[src/logic/sensor_setup_regs.svh]
// Register map, test multiplexer codes, reset values and frame lengths of the sensor setup block.
// Assumes a 100 MHz mclk; addresses are 7 bits inside a 2-bit bank.
`ifndef SENSOR_SETUP_REGS_SVH
`define SENSOR_SETUP_REGS_SVH

// Bank select register, reachable from every bank
`define ADDR_BANK_SEL 7'h7f
// Bank 0
`define ADDR_CLK_RELEASE 7'h03
`define ADDR_CTRL_SCHEME 7'h09
`define ADDR_LINE_LO 7'h16
`define ADDR_LINE_HI 7'h17
`define ADDR_CHAN_COUNT 7'h1a
`define ADDR_PLL1_EN 7'h6a
`define ADDR_PREDIV 7'h6b
`define ADDR_MAIN_MULT 7'h6c
`define ADDR_RATE_SEL 7'h6d
`define ADDR_PLL2_EN 7'h6e
`define ADDR_AUX_MULT 7'h70
`define ADDR_PLL_COMMON_EN 7'h72
`define ADDR_LOCK_STATE 7'h73
`define ADDR_TEST_MUX 7'h78
// Bank 1
`define ADDR_GRANULE 7'h05
`define ADDR_DUMMIES 7'h2e
`define ADDR_TG_LO 7'h6e
`define ADDR_TG_HI 7'h6f
`define ADDR_SLAG_LO 7'h72
`define ADDR_SLAG_HI 7'h73
// Bank 3
`define ADDR_IFACE_0 7'h01
`define ADDR_IFACE_1 7'h02
`define ADDR_IFACE_2 7'h03
`define ADDR_SRST_HOLD 7'h31

// Test multiplexer codes
`define TMUX_PLL1_LOCK 8'h01
`define TMUX_PLL2_LOCK 8'h02

// Reset values
`define RST_BYTE 8'h00
`define RST_CHAN_COUNT 8'h16
`define RST_SRST_HOLD 1'b1

// Frame length on the serial port
`define SPI_FRAME_BITS 5'h10
`define SPI_CMD_BITS 5'h08

`endif

[src/logic/sensor_setup_pkg.sv]
// Types shared by the sensor setup block and its bench.
// Constants live in sensor_setup_regs.svh.
package sensor_setup_pkg;

   typedef enum logic [1:0] {BANK0, BANK1, BANK2, BANK3} bank_e;

   typedef enum logic [1:0] {SPI_IDLE, SPI_CMD, SPI_DATA} spi_state_e;

   // Settings handed to the two loops; loop 1 output is the conversion clock
   typedef struct packed {
      logic pll1_en;
      logic pll2_en;
      logic common_en;
      logic [7:0] prediv;
      logic [7:0] rate_sel;
      logic [7:0] main_mult;
      logic [7:0] aux_mult;
   } pll_cfg_s;

   typedef struct packed {
      logic [7:0] granule;
      logic [3:0] dummies;
      logic [13:0] tg_span;
      logic [13:0] shutter_delay;
   } shutter_s;

   typedef struct packed {
      logic [7:0] channel_count;
      logic [7:0] control_scheme;
      logic [15:0] line_period;
      logic [7:0] iface0;
      logic [7:0] iface1;
      logic [7:0] iface2;
   } readout_s;

endpackage : sensor_setup_pkg

[src/logic/sensor_clock_reset_setup.sv]
// Serial register port and start-up configuration store of the sensor:
// loop setup, lock status, soft reset, channel count, shutter timing, control scheme.
// Assumes sclk, cs_n, mosi and the two lock flags come from outside mclk's domain.
`timescale 1ns/1ps
`include "sensor_setup_regs.svh"

module sensor_clock_reset_setup (
   input wire logic mclk,
   input wire logic rst_n,
   input wire logic sclk,
   input wire logic cs_n,
   input wire logic mosi,
   output logic miso,
   output logic miso_oe,
   input wire logic pll1_lock_raw,
   input wire logic pll2_lock_raw,
   output logic test_out_pin,
   output logic soft_reset,
   output logic core_clk_en,
   output sensor_setup_pkg::pll_cfg_s pll_cfg,
   output sensor_setup_pkg::shutter_s shutter_cfg,
   output sensor_setup_pkg::readout_s readout_cfg
);

   // Address match in the selected bank
   function automatic logic hit(input logic [1:0] bank, input logic [6:0] addr,
                                input logic [1:0] want_bank, input logic [6:0] want_addr);
      hit = (bank == want_bank) && (addr == want_addr);
   endfunction : hit

   // Channel counts the output multiplexer supports
   function automatic logic chan_ok(input logic [7:0] v);
      chan_ok = (v == 8'h16) || (v == 8'h0b) || (v == 8'h08) || (v == 8'h06) ||
                (v == 8'h05) || (v == 8'h04) || (v == 8'h03) || (v == 8'h02) ||
                (v == 8'h01);
   endfunction : chan_ok

   logic [2:0] sclk_s_q;
   logic [1:0] cs_s_q;
   logic [1:0] mosi_s_q;
   logic [1:0] lock1_s_q;
   logic [1:0] lock2_s_q;
   logic sclk_rise;
   logic sclk_fall;
   sensor_setup_pkg::spi_state_e state_q;
   logic [4:0] bit_cnt_q;
   logic [15:0] shift_q;
   logic [7:0] tx_q;
   logic wr_stb_q;
   logic [6:0] wr_addr_q;
   logic [7:0] wr_data_q;
   logic [1:0] bank_q;
   logic [7:0] clk_release_q;
   logic srst_hold_q;
   logic [7:0] test_mux_q;
   sensor_setup_pkg::pll_cfg_s pll_q;
   sensor_setup_pkg::shutter_s shut_q;
   sensor_setup_pkg::readout_s ro_q;
   logic [7:0] rd_data;
   logic [7:0] lock_state;
   logic miso_q;
   logic miso_oe_q;
   logic test_out_q;
   logic soft_reset_q;
   logic core_clk_en_q;

   // Two-stage synchronisers; third sclk stage only for edge finding
   always_ff @(posedge mclk) begin
      if (!rst_n) begin
         sclk_s_q <= 3'h0;
         cs_s_q <= 2'h3;
         mosi_s_q <= 2'h0;
         lock1_s_q <= 2'h0;
         lock2_s_q <= 2'h0;
      end else begin
         sclk_s_q <= {sclk_s_q[1:0], sclk};
         cs_s_q <= {cs_s_q[0], cs_n};
         mosi_s_q <= {mosi_s_q[0], mosi};
         lock1_s_q <= {lock1_s_q[0], pll1_lock_raw};
         lock2_s_q <= {lock2_s_q[0], pll2_lock_raw};
      end
   end

   assign sclk_rise = sclk_s_q[1] && !sclk_s_q[2];
   assign sclk_fall = !sclk_s_q[1] && sclk_s_q[2];

   // Both loops locked reads 3, partial lock 1 or 2, none 0
   assign lock_state = {6'h00, lock2_s_q[1], lock1_s_q[1]};

   // Read data mux over the selected bank
   always_comb begin
      rd_data = 8'h00;
      if (shift_q[6:0] == `ADDR_BANK_SEL) begin
         rd_data = {6'h00, bank_q};
      end else begin
         unique case (bank_q)
            2'h0: begin
               case (shift_q[6:0])
                  `ADDR_CLK_RELEASE: rd_data = clk_release_q;
                  `ADDR_CTRL_SCHEME: rd_data = ro_q.control_scheme;
                  `ADDR_LINE_LO: rd_data = ro_q.line_period[7:0];
                  `ADDR_LINE_HI: rd_data = ro_q.line_period[15:8];
                  `ADDR_CHAN_COUNT: rd_data = ro_q.channel_count;
                  `ADDR_PLL1_EN: rd_data = {7'h00, pll_q.pll1_en};
                  `ADDR_PREDIV: rd_data = pll_q.prediv;
                  `ADDR_MAIN_MULT: rd_data = pll_q.main_mult;
                  `ADDR_RATE_SEL: rd_data = pll_q.rate_sel;
                  `ADDR_PLL2_EN: rd_data = {7'h00, pll_q.pll2_en};
                  `ADDR_AUX_MULT: rd_data = pll_q.aux_mult;
                  `ADDR_PLL_COMMON_EN: rd_data = {7'h00, pll_q.common_en};
                  `ADDR_LOCK_STATE: rd_data = lock_state;
                  `ADDR_TEST_MUX: rd_data = test_mux_q;
                  default: rd_data = 8'h00;
               endcase
            end
            2'h1: begin
               case (shift_q[6:0])
                  `ADDR_GRANULE: rd_data = shut_q.granule;
                  `ADDR_DUMMIES: rd_data = {4'h0, shut_q.dummies};
                  `ADDR_TG_LO: rd_data = shut_q.tg_span[7:0];
                  `ADDR_TG_HI: rd_data = {2'h0, shut_q.tg_span[13:8]};
                  `ADDR_SLAG_LO: rd_data = shut_q.shutter_delay[7:0];
                  `ADDR_SLAG_HI: rd_data = {2'h0, shut_q.shutter_delay[13:8]};
                  default: rd_data = 8'h00;
               endcase
            end
            2'h2: rd_data = 8'h00;
            2'h3: begin
               case (shift_q[6:0])
                  `ADDR_IFACE_0: rd_data = ro_q.iface0;
                  `ADDR_IFACE_1: rd_data = ro_q.iface1;
                  `ADDR_IFACE_2: rd_data = ro_q.iface2;
                  `ADDR_SRST_HOLD: rd_data = {7'h00, srst_hold_q};
                  default: rd_data = 8'h00;
               endcase
            end
         endcase
      end
   end

   // Frame engine: command byte then data byte, MSB first
   always_ff @(posedge mclk) begin
      if (!rst_n) begin
         state_q <= sensor_setup_pkg::SPI_IDLE;
         bit_cnt_q <= 5'h00;
         shift_q <= 16'h0000;
         tx_q <= 8'h00;
         wr_stb_q <= 1'b0;
         wr_addr_q <= 7'h00;
         wr_data_q <= 8'h00;
      end else begin
         wr_stb_q <= 1'b0;
         if (cs_s_q[1]) begin
            state_q <= sensor_setup_pkg::SPI_IDLE;
            bit_cnt_q <= 5'h00;
            tx_q <= 8'h00; // Cut frame leaves no stale read byte
         end else begin
            unique case (state_q)
               sensor_setup_pkg::SPI_IDLE: begin
                  state_q <= sensor_setup_pkg::SPI_CMD;
                  bit_cnt_q <= 5'h00;
               end
               sensor_setup_pkg::SPI_CMD: begin
                  if (sclk_rise) begin
                     shift_q <= {shift_q[14:0], mosi_s_q[1]};
                     bit_cnt_q <= bit_cnt_q + 5'h01;
                     if (bit_cnt_q == `SPI_CMD_BITS - 5'h01) begin
                        state_q <= sensor_setup_pkg::SPI_DATA;
                     end
                  end
               end
               sensor_setup_pkg::SPI_DATA: begin
                  if (bit_cnt_q == `SPI_CMD_BITS && !sclk_rise && tx_q == 8'h00) begin
                     tx_q <= rd_data;
                  end
                  if (sclk_fall && bit_cnt_q != `SPI_CMD_BITS) begin // MSB stands to ninth rise
                     tx_q <= {tx_q[6:0], 1'b0};
                  end
                  if (sclk_rise) begin
                     shift_q <= {shift_q[14:0], mosi_s_q[1]};
                     bit_cnt_q <= bit_cnt_q + 5'h01;
                     if (bit_cnt_q == `SPI_FRAME_BITS - 5'h01) begin
                        wr_stb_q <= shift_q[14];
                        wr_addr_q <= shift_q[13:7];
                        wr_data_q <= {shift_q[6:0], mosi_s_q[1]};
                        state_q <= sensor_setup_pkg::SPI_IDLE;
                        tx_q <= 8'h00;
                     end
                  end
               end
               default: state_q <= sensor_setup_pkg::SPI_IDLE;
            endcase
         end
      end
   end

   // Bank selection for all later accesses
   always_ff @(posedge mclk) begin
      if (!rst_n) begin
         bank_q <= 2'h0;
      end else if (wr_stb_q && wr_addr_q == `ADDR_BANK_SEL) begin
         bank_q <= wr_data_q[1:0];
      end
   end

   // Loop settings; first loop output is the conversion clock
   always_ff @(posedge mclk) begin
      if (!rst_n) begin
         pll_q <= '0;
      end else if (wr_stb_q) begin
         if (hit(bank_q, wr_addr_q, 2'h0, `ADDR_PLL1_EN)) pll_q.pll1_en <= wr_data_q[0];
         if (hit(bank_q, wr_addr_q, 2'h0, `ADDR_PLL2_EN)) pll_q.pll2_en <= wr_data_q[0];
         if (hit(bank_q, wr_addr_q, 2'h0, `ADDR_PLL_COMMON_EN)) pll_q.common_en <= wr_data_q[0];
         if (hit(bank_q, wr_addr_q, 2'h0, `ADDR_PREDIV)) pll_q.prediv <= wr_data_q;
         if (hit(bank_q, wr_addr_q, 2'h0, `ADDR_RATE_SEL)) pll_q.rate_sel <= wr_data_q;
         if (hit(bank_q, wr_addr_q, 2'h0, `ADDR_MAIN_MULT)) pll_q.main_mult <= wr_data_q;
         if (hit(bank_q, wr_addr_q, 2'h0, `ADDR_AUX_MULT)) pll_q.aux_mult <= wr_data_q;
      end
   end

   // Soft reset controls and test multiplexer select
   always_ff @(posedge mclk) begin
      if (!rst_n) begin
         clk_release_q <= `RST_BYTE;
         srst_hold_q <= `RST_SRST_HOLD;
         test_mux_q <= `RST_BYTE;
      end else if (wr_stb_q) begin
         if (hit(bank_q, wr_addr_q, 2'h0, `ADDR_CLK_RELEASE)) clk_release_q <= wr_data_q;
         if (hit(bank_q, wr_addr_q, 2'h3, `ADDR_SRST_HOLD)) srst_hold_q <= wr_data_q[0];
         if (hit(bank_q, wr_addr_q, 2'h0, `ADDR_TEST_MUX)) test_mux_q <= wr_data_q;
      end
   end

   // Readout settings; illegal channel counts and schemes are dropped
   always_ff @(posedge mclk) begin
      if (!rst_n) begin
         ro_q <= '0;
         ro_q.channel_count <= `RST_CHAN_COUNT;
      end else if (wr_stb_q) begin
         if (hit(bank_q, wr_addr_q, 2'h0, `ADDR_CHAN_COUNT) && chan_ok(wr_data_q)) begin
            ro_q.channel_count <= wr_data_q;
         end
         if (hit(bank_q, wr_addr_q, 2'h0, `ADDR_CTRL_SCHEME) && wr_data_q < 8'h04) begin
            ro_q.control_scheme <= wr_data_q;
         end
         if (hit(bank_q, wr_addr_q, 2'h0, `ADDR_LINE_LO)) ro_q.line_period[7:0] <= wr_data_q;
         if (hit(bank_q, wr_addr_q, 2'h0, `ADDR_LINE_HI)) ro_q.line_period[15:8] <= wr_data_q;
         if (hit(bank_q, wr_addr_q, 2'h3, `ADDR_IFACE_0)) ro_q.iface0 <= wr_data_q;
         if (hit(bank_q, wr_addr_q, 2'h3, `ADDR_IFACE_1)) ro_q.iface1 <= wr_data_q;
         if (hit(bank_q, wr_addr_q, 2'h3, `ADDR_IFACE_2)) ro_q.iface2 <= wr_data_q;
      end
   end

   // Shutter timing fields, upper bits of narrow fields dropped
   always_ff @(posedge mclk) begin
      if (!rst_n) begin
         shut_q <= '0;
      end else if (wr_stb_q) begin
         if (hit(bank_q, wr_addr_q, 2'h1, `ADDR_GRANULE)) shut_q.granule <= wr_data_q;
         if (hit(bank_q, wr_addr_q, 2'h1, `ADDR_DUMMIES)) shut_q.dummies <= wr_data_q[3:0];
         if (hit(bank_q, wr_addr_q, 2'h1, `ADDR_TG_LO)) shut_q.tg_span[7:0] <= wr_data_q;
         if (hit(bank_q, wr_addr_q, 2'h1, `ADDR_TG_HI)) shut_q.tg_span[13:8] <= wr_data_q[5:0];
         if (hit(bank_q, wr_addr_q, 2'h1, `ADDR_SLAG_LO)) begin
            shut_q.shutter_delay[7:0] <= wr_data_q;
         end
         if (hit(bank_q, wr_addr_q, 2'h1, `ADDR_SLAG_HI)) begin
            shut_q.shutter_delay[13:8] <= wr_data_q[5:0];
         end
      end
   end

   // Soft reset gates clocks only; loops keep their enables
   always_ff @(posedge mclk) begin
      if (!rst_n) begin
         soft_reset_q <= 1'b1;
         core_clk_en_q <= 1'b0;
      end else begin
         soft_reset_q <= srst_hold_q || !clk_release_q[0];
         core_clk_en_q <= !srst_hold_q && clk_release_q[0] && (lock_state == 8'h03);
      end
   end

   // Lock indication onto the test pin, and serial output drive
   always_ff @(posedge mclk) begin
      if (!rst_n) begin
         test_out_q <= 1'b0;
         miso_q <= 1'b0;
         miso_oe_q <= 1'b0;
      end else begin
         test_out_q <= (test_mux_q == `TMUX_PLL1_LOCK) ? lock1_s_q[1] :
                       (test_mux_q == `TMUX_PLL2_LOCK) ? lock2_s_q[1] : 1'b0;
         miso_q <= tx_q[7];
         miso_oe_q <= (state_q == sensor_setup_pkg::SPI_DATA) && !cs_s_q[1];
      end
   end

   assign miso = miso_q;
   assign miso_oe = miso_oe_q;
   assign test_out_pin = test_out_q;
   assign soft_reset = soft_reset_q;
   assign core_clk_en = core_clk_en_q;
   assign pll_cfg = pll_q;
   assign shutter_cfg = shut_q;
   assign readout_cfg = ro_q;

endmodule : sensor_clock_reset_setup

[config.mk]
export PLATFORM = sky130hd
export DESIGN_NAME = sensor_clock_reset_setup
export DESIGN_NICKNAME = d
export VERILOG_FILES = /design/src/logic/sensor_setup_pkg.sv /design/src/logic/sensor_clock_reset_setup.sv
export VERILOG_INCLUDE_DIRS = /design/src /design/src/logic
export SDC_FILE = /design/constraint.sdc
export NUM_CORES = 1
export LEC_CHECK = 0
export BUFFER_PORTS_ARGS = -buffer_cell sky130_fd_sc_hd__buf_4
export CAP_MARGIN = 25
export CORE_ASPECT_RATIO = 1.5
export CORE_MARGIN = 1
export CORE_UTILIZATION = 52
export DETAILED_ROUTE_END_ITERATION = 6
export PLACE_DENSITY_LB_ADDON = 0.3
export SYNTH_ARGS = -nofsm -noshare
export SYNTH_HDL_FRONTEND = slang
export SYNTH_SLANG_ARGS = --single-unit
export TNS_END_PERCENT = 1
[constraint.sdc]
create_clock -name mclk -period 2.05 [get_ports mclk]
set_input_delay 0.3075 -clock mclk [delete_from_list [all_inputs] [get_ports mclk]]
set_output_delay 0.3075 -clock mclk [all_outputs]
set_load 0.1 [all_outputs]
# == Yosys cells after proc, flatten, opt, wreduce, memory -nomap -nowiden ==
# Index checks and enable logic that the tools add are counted.
# classes
addsub,1
n_eq_ne,68
mux,18
bitwise,5
magnitude_cmp,1
shift,0
mul,0
n_reduce_logical,83
n_div,0
# ops
cell,count
"== test 7 bit, second input constant",22
case mux 8 bit (14 select lines),1
case mux 8 bit (4 select lines),2
case mux 8 bit (6 select lines),1
AND reduction 2 bit,24
"== test 7 x 5 -> 1 bit, second input constant",6
two-way mux 8 bit,5
logical AND 1 bit,34
"== test 7 x 2 -> 1 bit, second input constant",4
"== test 7 x 6 -> 1 bit, second input constant",4
"== test 8 x 2 -> 1 bit, second input constant",3
"== test 8 x 3 -> 1 bit, second input constant",3
"== test 8 x 1 -> 1 bit, second input constant",2
"== test 8 x 4 -> 1 bit, second input constant",2
"== test 7 x 1 -> 1 bit, second input constant",2
"== test 7 x 3 -> 1 bit, second input constant",2
"== test 7 x 4 -> 1 bit, second input constant",2
"== test 5 x 4 -> 1 bit, second input constant",2
case mux 5 bit (2 select lines),1
logical OR 1 bit,9
"== test 2 bit, second input constant",4
"== test 8 x 5 -> 1 bit, second input constant",1
logical NOT 8 bit,1
"< comparator 8 x 3 -> 1 bit, second input constant",1
18 further kinds,38
# word_totals
mem_count,0
register_bits,212
mem_bits_rw,0
inputBits,7
latch_bits,0
mem_bits_ro,0

# == Depth between registers and ports, before layout ==
# Gate-level depths: netlist of the first run.
# logic_depth
depth_word,11
depth_mapped,9
depth_no_buf,8

# == Least setup slack after synthesis of the first run ==
# Ideal clock, no wire load.
# synth_path
kind,reg2reg
startpoint,register pll_q (netlist bit pll_cfg[3])
endpoint,register tx_q[3]
synth_period_minus_slack_ns,2.088
path_slack_ns,-0.038
t_arrival_ns,2.028
stages_incl_launch_ff,7
n_path_buf,0
path_cell_list,dfxtp_1 -> mux2i_1 -> nor4_1 -> a21oi_1 -> o211a_1 -> a2111oi_1 -> o41a_1
# synth_via
elab_chain_len,7
# synth_rtl
element,line_no,source
from (decl),sensor_clock_reset_setup.sv:56,sensor_setup_pkg::pll_cfg_s pll_q;
case mux 8 bit (14 select lines) (*),sensor_clock_reset_setup.sv:98,case (shift_q[6:0])
case mux 8 bit (4 select lines) (*),sensor_clock_reset_setup.sv:96,unique case (bank_q)
two-way mux 8 bit (*),sensor_clock_reset_setup.sv:93,if (shift_q[6:0] == `ADDR_BANK_SEL) begin
two-way mux 8 bit (*),sensor_clock_reset_setup.sv:173,if (bit_cnt_q == `SPI_CMD_BITS && !sclk_rise && tx_q == 8'h00) begin
two-way mux 8 bit (*),sensor_clock_reset_setup.sv:176,if (sclk_fall && bit_cnt_q != `SPI_CMD_BITS) begin
two-way mux 8 bit,sensor_clock_reset_setup.sv:182,if (bit_cnt_q == `SPI_FRAME_BITS - 5'h01) begin
two-way mux 8 bit (*),sensor_clock_reset_setup.sv:179,if (sclk_rise) begin
to (signal assigned),sensor_clock_reset_setup.sv:174,tx_q <= rd_data;
to (signal assigned),sensor_clock_reset_setup.sv:177,"tx_q <= {tx_q[6:0], 1'b0};"
to (decl),sensor_clock_reset_setup.sv:48,logic [7:0] tx_q;
# Mark *: on every way between the ends. The rest lies on a longest branch, timed or not.
# A chain may end at the register's enable or synchronous reset.

# == Worst setup path after layout of the first run ==
# layout_path
startpoint,register shift_q[2]
endpoint,register tx_q[1]
# layout_via
elab_chain_len,8
# layout_rtl
element,line_no,source
from (decl),sensor_clock_reset_setup.sv:47,logic [15:0] shift_q;
from (signal assigned),sensor_clock_reset_setup.sv:165,"shift_q <= {shift_q[14:0], mosi_s_q[1]};"
from (signal assigned),sensor_clock_reset_setup.sv:180,"shift_q <= {shift_q[14:0], mosi_s_q[1]};"
"== test 7 bit, or another cell as far along",sensor_clock_reset_setup.sv:98,
"case mux 8 bit (14 select lines), or another cell as far along",sensor_clock_reset_setup.sv:98,
case mux 8 bit (4 select lines),sensor_clock_reset_setup.sv:96,
two-way mux 8 bit (*),sensor_clock_reset_setup.sv:93,
two-way mux 8 bit (*),sensor_clock_reset_setup.sv:173,
two-way mux 8 bit (*),sensor_clock_reset_setup.sv:176,
two-way mux 8 bit,sensor_clock_reset_setup.sv:182,
two-way mux 8 bit (*),sensor_clock_reset_setup.sv:179,
# Marks and branches as above.

==> results.cfg, run 1 <==
[worst_setup_path]
crit_start = shift_q[2]
worstPathRequired_ps = 2460
path_class = flop to flop
endpoint_kind = flop
path_cells = buf_4, buf_4, nand4_1, buf_4, o21ai_2, nor2_1, buf_4, o31a_1, a221o_1
path_max_fanout = 7
startpoint_type = flop
rr_worst_depth = 9
crit_path_top_delay_cell = dfxtp_1
crit_cells = 9
r2r_setup_slack_ps = 30
r2r-start = shift_q[2]
cp_top_family = buffers and inverters
crit_buf_inv = 4
timing.rr.end = tx_q[1]
arrival_ps = 2420
cp_common_cell = buf_4
cp_slowest_stage_delay_ps = 390
cp-endpoint = tx_q[1]

[yosys]
ys_ff_latch = 212
syn_nets = 1102
yosys.area.top_type = dfxtp_1
synth_top_area_share_pct = 41.6
synth.top_cells.by_area = dfxtp_1 42%, mux2i_1 15%, nor2b_1 8.5%, nand2_1 3.6%, a21boi_0 2.6%
yosys_warnings = 0
yosysSeqAreaShare_pct = 41.6
synth-edff-count = 0
syn-cell-area_um2 = 10200
avgSynthCellArea_um2 = 9.37
synth_cell_types = 88
syn_inst = 1089
ys.flop_type = dfxtp_1
async_flop_share_pct = 0

[clock_tree]
clkLatencyLatePin_ps = 520
clkSinkCount = 212
cts_made_buffers = 22
path_clk_slew_ps = 70
cts_tree = built
clk_path_buf_depth = 3
cts-root-buf = clkbuf_16
htreeDepth = 1

[global_route]
grt_pass1_vias = 9355
grt-ovfl-total = 0
grt_antenna_before_repair = 0
grt_start_max_net_pins = 128
grt_use_total_pct = 37.3
grt_pass1_wl_um = 55800

[final_layout]
seqCellArea_um2 = 4260
drive_gt1_share_pct = 30.0
multi_input_area_um2 = 5670
nets = 1350
nFillCells = 1568
layout-area-overhead-vs-synth_pct = 31.6
diodes = 0

[pwr]
power.leakage_nw = 5.67
p_switching_mw = 1.78
p_total_mw = 8.40
p_comb_share_pct = 1.6
swShare_pct = 21.2
power_frac_clock_pct = 49.2
seq_power_share_pct = 49.2
ir_worst_vdd_v = 0.000564
power_density_nw_per_um2 = 626
internal_power_mw = 6.62

[floorplanning]
initial_core_util_pct = 53.3
rows = 62
die_area_um2 = 20200
core_um2 = 19200
die_x_um = 116
die_y_um = 174
io_pins = 143

[detailed_routing]
vias = 9442
first_iter_violations = 763
drt-wirelength-per-cell_um = 23.3
vias_per_cell = 5.87
drtPass1Iterations = 7
routed_wl_um = 37400
ant_nets = 0
drc_errors = 0

[placement]
pre_cts_slack_ps = -139
gp_congestion = 1.08
port-buffer-count = 142
hpwlAfterDp_um = 27600

[sta]
finalCritPeriodShare_pct = 98.4
worstMarginPinSlew_ps = 533
hold_viol_final = 0
max_freq_ghz = 0.496
setup_violations = 0
slew_viol_final = 0
skew_ps = 16.4
slew_headroom_pct = 64.5
rsz0062_at_grt = true
min_period_ps = 2020
fin_ws_ps = 32.2

[run_status]
outcome = finished, final reports clean

[flow_run]
drv_cap = 0

[min_path]
hold_class = input pin to flop
## metrics by stage
stage | instance area, um2 | TNS (ps) | cells | utilization [%] | hold WS [ps]
2_1_floorplan | 10200 | 0 | 1089 | - | 386
3_3_place_gp | 12400 | -209 | 1560 | 64.9 | 394
3_5_place_dp | 12400 | -268 | 1560 | 64.9 | 396
4_1_cts | 13300 | -13.8 | 1601 | 69.2 | 4.52
5_1_grt | 13400 | -115 | 1608 | 70.1 | 16.3
6_report | 13400 | 0 | 1608 | 70.1 | 5.62
## cell usage after synthesis, types with 4 or more instances
library cell and instances:
nand2b_1 13, o221ai_1 4, a22o_1 7, a22oi_1 17, and3_1 19, ha_1 6, o22ai_1 5, buf_4 4
nor2_1 46, o21ai_0 17, nor2_2 4, a21oi_1 22, nand4_1 5, buf_2 25, and2_1 22, a21boi_0 36
o211ai_1 5, a32o_1 5, a21o_1 6, dfxtp_1 212, nand3_1 35, a32oi_1 13, nand3b_1 4, nand4b_1 4
and4_1 5, inv_1 13, a31oi_1 6, or3_1 5, nor3_1 12, mux2_2 5, nor2b_1 138, mux2i_1 149
clkbuf_1 46, nand2_1 97, nor4_1 5
## cell usage in the layout, fill, tap and decap left out, drive strengths merged, types with 16 or more instances in the layout
master and n:
o21ai 18, a21boi 36, nor2b 138, dfxtp 212
nor2 53, clkbuf 30, and2 22, a22oi 17
nand2 98, nand3 38, buf 304, and3 20
mux2i 149, nor3 16, a21oi 24
## state kept, by name (all words and copies together), names as in the netlist, 3 cells and up
| register | count |
|---|---|
| readout_cfg | 56 |
| shutter_cfg | 40 |
| pll_cfg | 35 |
| shift_q | 15 |
| clk_release_q | 8 |
| test_mux_q | 8 |
| tx_q | 8 |
| wr_data_q | 8 |
| wr_addr_q | 7 |
| bit_cnt_q | 5 |
| sclk_s_q | 3 |
## per-layer routing
metal	global-route usage (%)	up-vias	share of wire [%]	wire (um)
met3	5.56	134	5.5	2080
met1	43.5	4564	39	14500
li1	-	4349	-	-
met5	0	-	0	0
met4	21.4	0	6.4	2390
met2	63.6	395	49	18400
## power groups by stage
stage / logic [mW] / registers [mW] / clock network [mW]
global route: 0.148 / 4.13 / 4.33
finish: 0.139 / 4.13 / 4.13
floorplan: 0.0978 / 4.22 / 0
global placement: 0.132 / 4.23 / 0
CTS: 0.137 / 4.13 / 4.16
detailed placement: 0.133 / 4.23 / 0
## logic make-up (layout without fill, tap and decap cells)
logic type / Yosys count / in the layout / synth area share, %
muxes: 154 / 154 / 15.2
buffers and inverters: 95 / 358 / 4.18
xor gates and xnor gates: 1 / 1 / 0.0859
DFF: 212 / 212 / 41.6
and+or+nand+nor: 447 / 447 / 25.3
AOI/OAI and AO/OA: 174 / 174 / 12.9
adders and majority gates: 6 / 6 / 0.736
## layout make-up
class                      instances  share of cell area (%)
multi-input combinational        782                    42.2
sequential                       212                    31.7
timing repair buffer             306                    17.8
clock buffer                      30                    4.71
tap                              256                    2.39
clock inverter                     9                   0.857
inverter                          13                   0.363
## repair_timing
item / 4_1_cts / 5_1_grt
hold endpoints to repair: 2 / 0
endpoints found under the setup margin: 6 / 28
cloned: 0 / 1
hold buffers: 2 / 0
pin swaps: 0 / 3
resized for setup: 14 / 35
setup buffers: 0 / 6
## how the worst min path moves through the flow
stage	cells past startpoint	slack [ps]	start	endpoint
after floorplan	1	390	cs_s_q[0]	cs_s_q[1]
after global placement	1	390	cs_s_q[0]	cs_s_q[1]
after detailed placement	1	400	cs_s_q[0]	cs_s_q[1]
after CTS	2	5	sclk	sclk_s_q[0]
after global routing	2	20	pll1_lock_raw	lock1_s_q[0]
final	2	6	sclk	sclk_s_q[0]
Power figures use the tool's default switching activity.
==> run 2: changes to the inputs <==
--- a/config.mk
+++ b/config.mk
@@ -8,9 +8,11 @@
 export LEC_CHECK = 0
 export BUFFER_PORTS_ARGS = -buffer_cell sky130_fd_sc_hd__buf_4
 export CAP_MARGIN = 25
+export CELL_PAD_IN_SITES_DETAIL_PLACEMENT = 0
+export CELL_PAD_IN_SITES_GLOBAL_PLACEMENT = 1
 export CORE_ASPECT_RATIO = 1.5
 export CORE_MARGIN = 1
-export CORE_UTILIZATION = 52
+export CORE_UTILIZATION = 40
 export DETAILED_ROUTE_END_ITERATION = 6
 export PLACE_DENSITY_LB_ADDON = 0.3
 export SYNTH_ARGS = -nofsm -noshare
==> results.cfg, run 2 (synthesized netlist as in run 1, its figures left out) <==
[final_layout]
nets = 1340
final_cell_mix = 282 x buf_4, 207 x dfxtp_1, 149 x mux2i_1
largest_reg_flops = 56
fin_cells = 1672
drive_gt1_share_pct = 28.8
fin_area_um2 = 13400
layout-area-overhead-vs-synth_pct = 31.8
layout_commonest_cell = buf_4

[sta]
slew_viol_final = 0
fin_ws_ps = 22.1
finalSetupTns_ps = 0
min_period_ps = 2030
setup_violations = 0
hold_viol_final = 0
hold_slack_ps = 11.7
skew_ps = 16.5
rsz0062_at_grt = true
max_freq_ghz = 0.493
finalCritPeriodShare_pct = 98.9
slew_headroom_pct = 41.9
worstMarginPinSlew_ps = 872

[clock_tree]
clkSinkCount = 212
cts_tree = built
cts-root-buf = clkbuf_16
htreeDepth = 1
clk_path_buf_depth = 3
clkLatencyLatePin_ps = 530
cts_made_buffers = 22
path_clk_slew_ps = 70

[min_path]
hold_class = input pin to flop

[placement]
port-buffer-count = 142
gp_congestion = 0.987
hpwlAfterDp_um = 28800
placed_cell_area_um2 = 12600
place_inst = 1628
pre_cts_slack_ps = -185

[detailed_routing]
routed_wl_um = 38000
ant_nets = 0
drtPass1Iterations = 5
vias_per_cell = 5.39
first_iter_violations = 564
vias = 9020
drc_errors = 0
drt-wirelength-per-cell_um = 22.7

[floorplanning]
io_pins = 143
die_y_um = 198
core_um2 = 25100
rows = 71
die_area_um2 = 26200
die_x_um = 132
initial_core_util_pct = 40.7

[worst_setup_path]
crit_path_top_delay_cell = a221o_1
startpoint_type = flop
worstPathRequired_ps = 2480
path_max_fanout = 9
arrival_ps = 2450
path_class = flop to flop
endpoint_kind = flop
r2r_setup_slack_ps = 20
cp_slowest_stage_delay_ps = 370
path_cells = buf_4, nand2_1, nor2_1, buf_12, and3_1, a311o_1, a221o_1, a31o_1
crit_buf_inv = 2
cp_top_family = compound AO/OA/AOI/OAI gates

[pwr]
p_switching_mw = 1.78
internal_power_mw = 6.71
p_comb_share_pct = 1.7
power_frac_clock_pct = 49.6
seq_power_share_pct = 48.7
power.leakage_nw = 5.60
swShare_pct = 21.0
ir_worst_vdd_v = 0.000636
power_density_nw_per_um2 = 631

[global_route]
grt-ovfl-total = 0
grt_start_max_net_pins = 193
grt_pass1_wl_um = 56900
grt_use_total_pct = 29.2
grt_pass1_vias = 9031
grt_antenna_before_repair = 0

[flow_run]
drv_cap = 0

[run_status]
outcome = finished, final reports clean
-- run 2: changes by cell type in the layout (fill, tap and decap cells not counted), sizes merged --
cell / change
buf: -11
bufinv: +1
clkinv: +1
clkinvlp: -1
diode: +1
dlygate4sd3: +1
-- run 2: worst paths after layout --
kind,startpoint,end,cells past startpoint
max,shift_q[2],tx_q[4],8
min,mosi,mosi_s_q[0],2
max reg2reg,shift_q[2],tx_q[4],8
min reg2reg,cs_s_q[0],cs_s_q[1],1
-- run 2: final cells by class --
cell class | count | area (um2)
Inverter | 13 | 48.8
Multi-Input combinational cell | 782 | 5630
Clock inverter | 10 | 128
Tap cell | 328 | 410
Clock buffer | 30 | 622
Sequential cell | 212 | 4250
Antenna cell | 1 | 2.50
Fill cell | 2380 | 11600
Timing Repair Buffer | 296 | 2360
-- run 2: layer usage --
metal  up-vias  track usage [%]  wire length (um)  share of wire [%]
li1       4317                -                 -                  -
met1      4373             34.3             15400                 41
met2       252             52.2             19200                 50
met3        78             3.05              1400                3.7
met4         0             15.2              2010                5.3
met5         -                0                 0                  0
-- run 2: power groups by stage --
stage,logic [mW],registers [mW],clock network [mW]
global placement,0.134,4.23,0
finish,0.141,4.14,4.21
global route,0.150,4.13,4.46
detailed placement,0.134,4.23,0
floorplan,0.0978,4.22,0
CTS,0.139,4.14,4.27
-- run 2: stage by stage --
stage          utilization, %  total power [mW]
3_5_place_dp             50.1              4.36
5_1_grt                  53.7              8.74
6_report                 53.7              8.49
2_1_floorplan               -              4.32
3_3_place_gp             50.1              4.36
4_1_cts                  53.3              8.54
-- run 2: repair_timing --
action	4_1_cts	5_1_grt
endpoints found under the hold margin	3	0
resized for setup	8	23
pin swaps	1	2
setup buffers	0	0
endpoints found under the setup margin	5	33
hold buffers	3	0
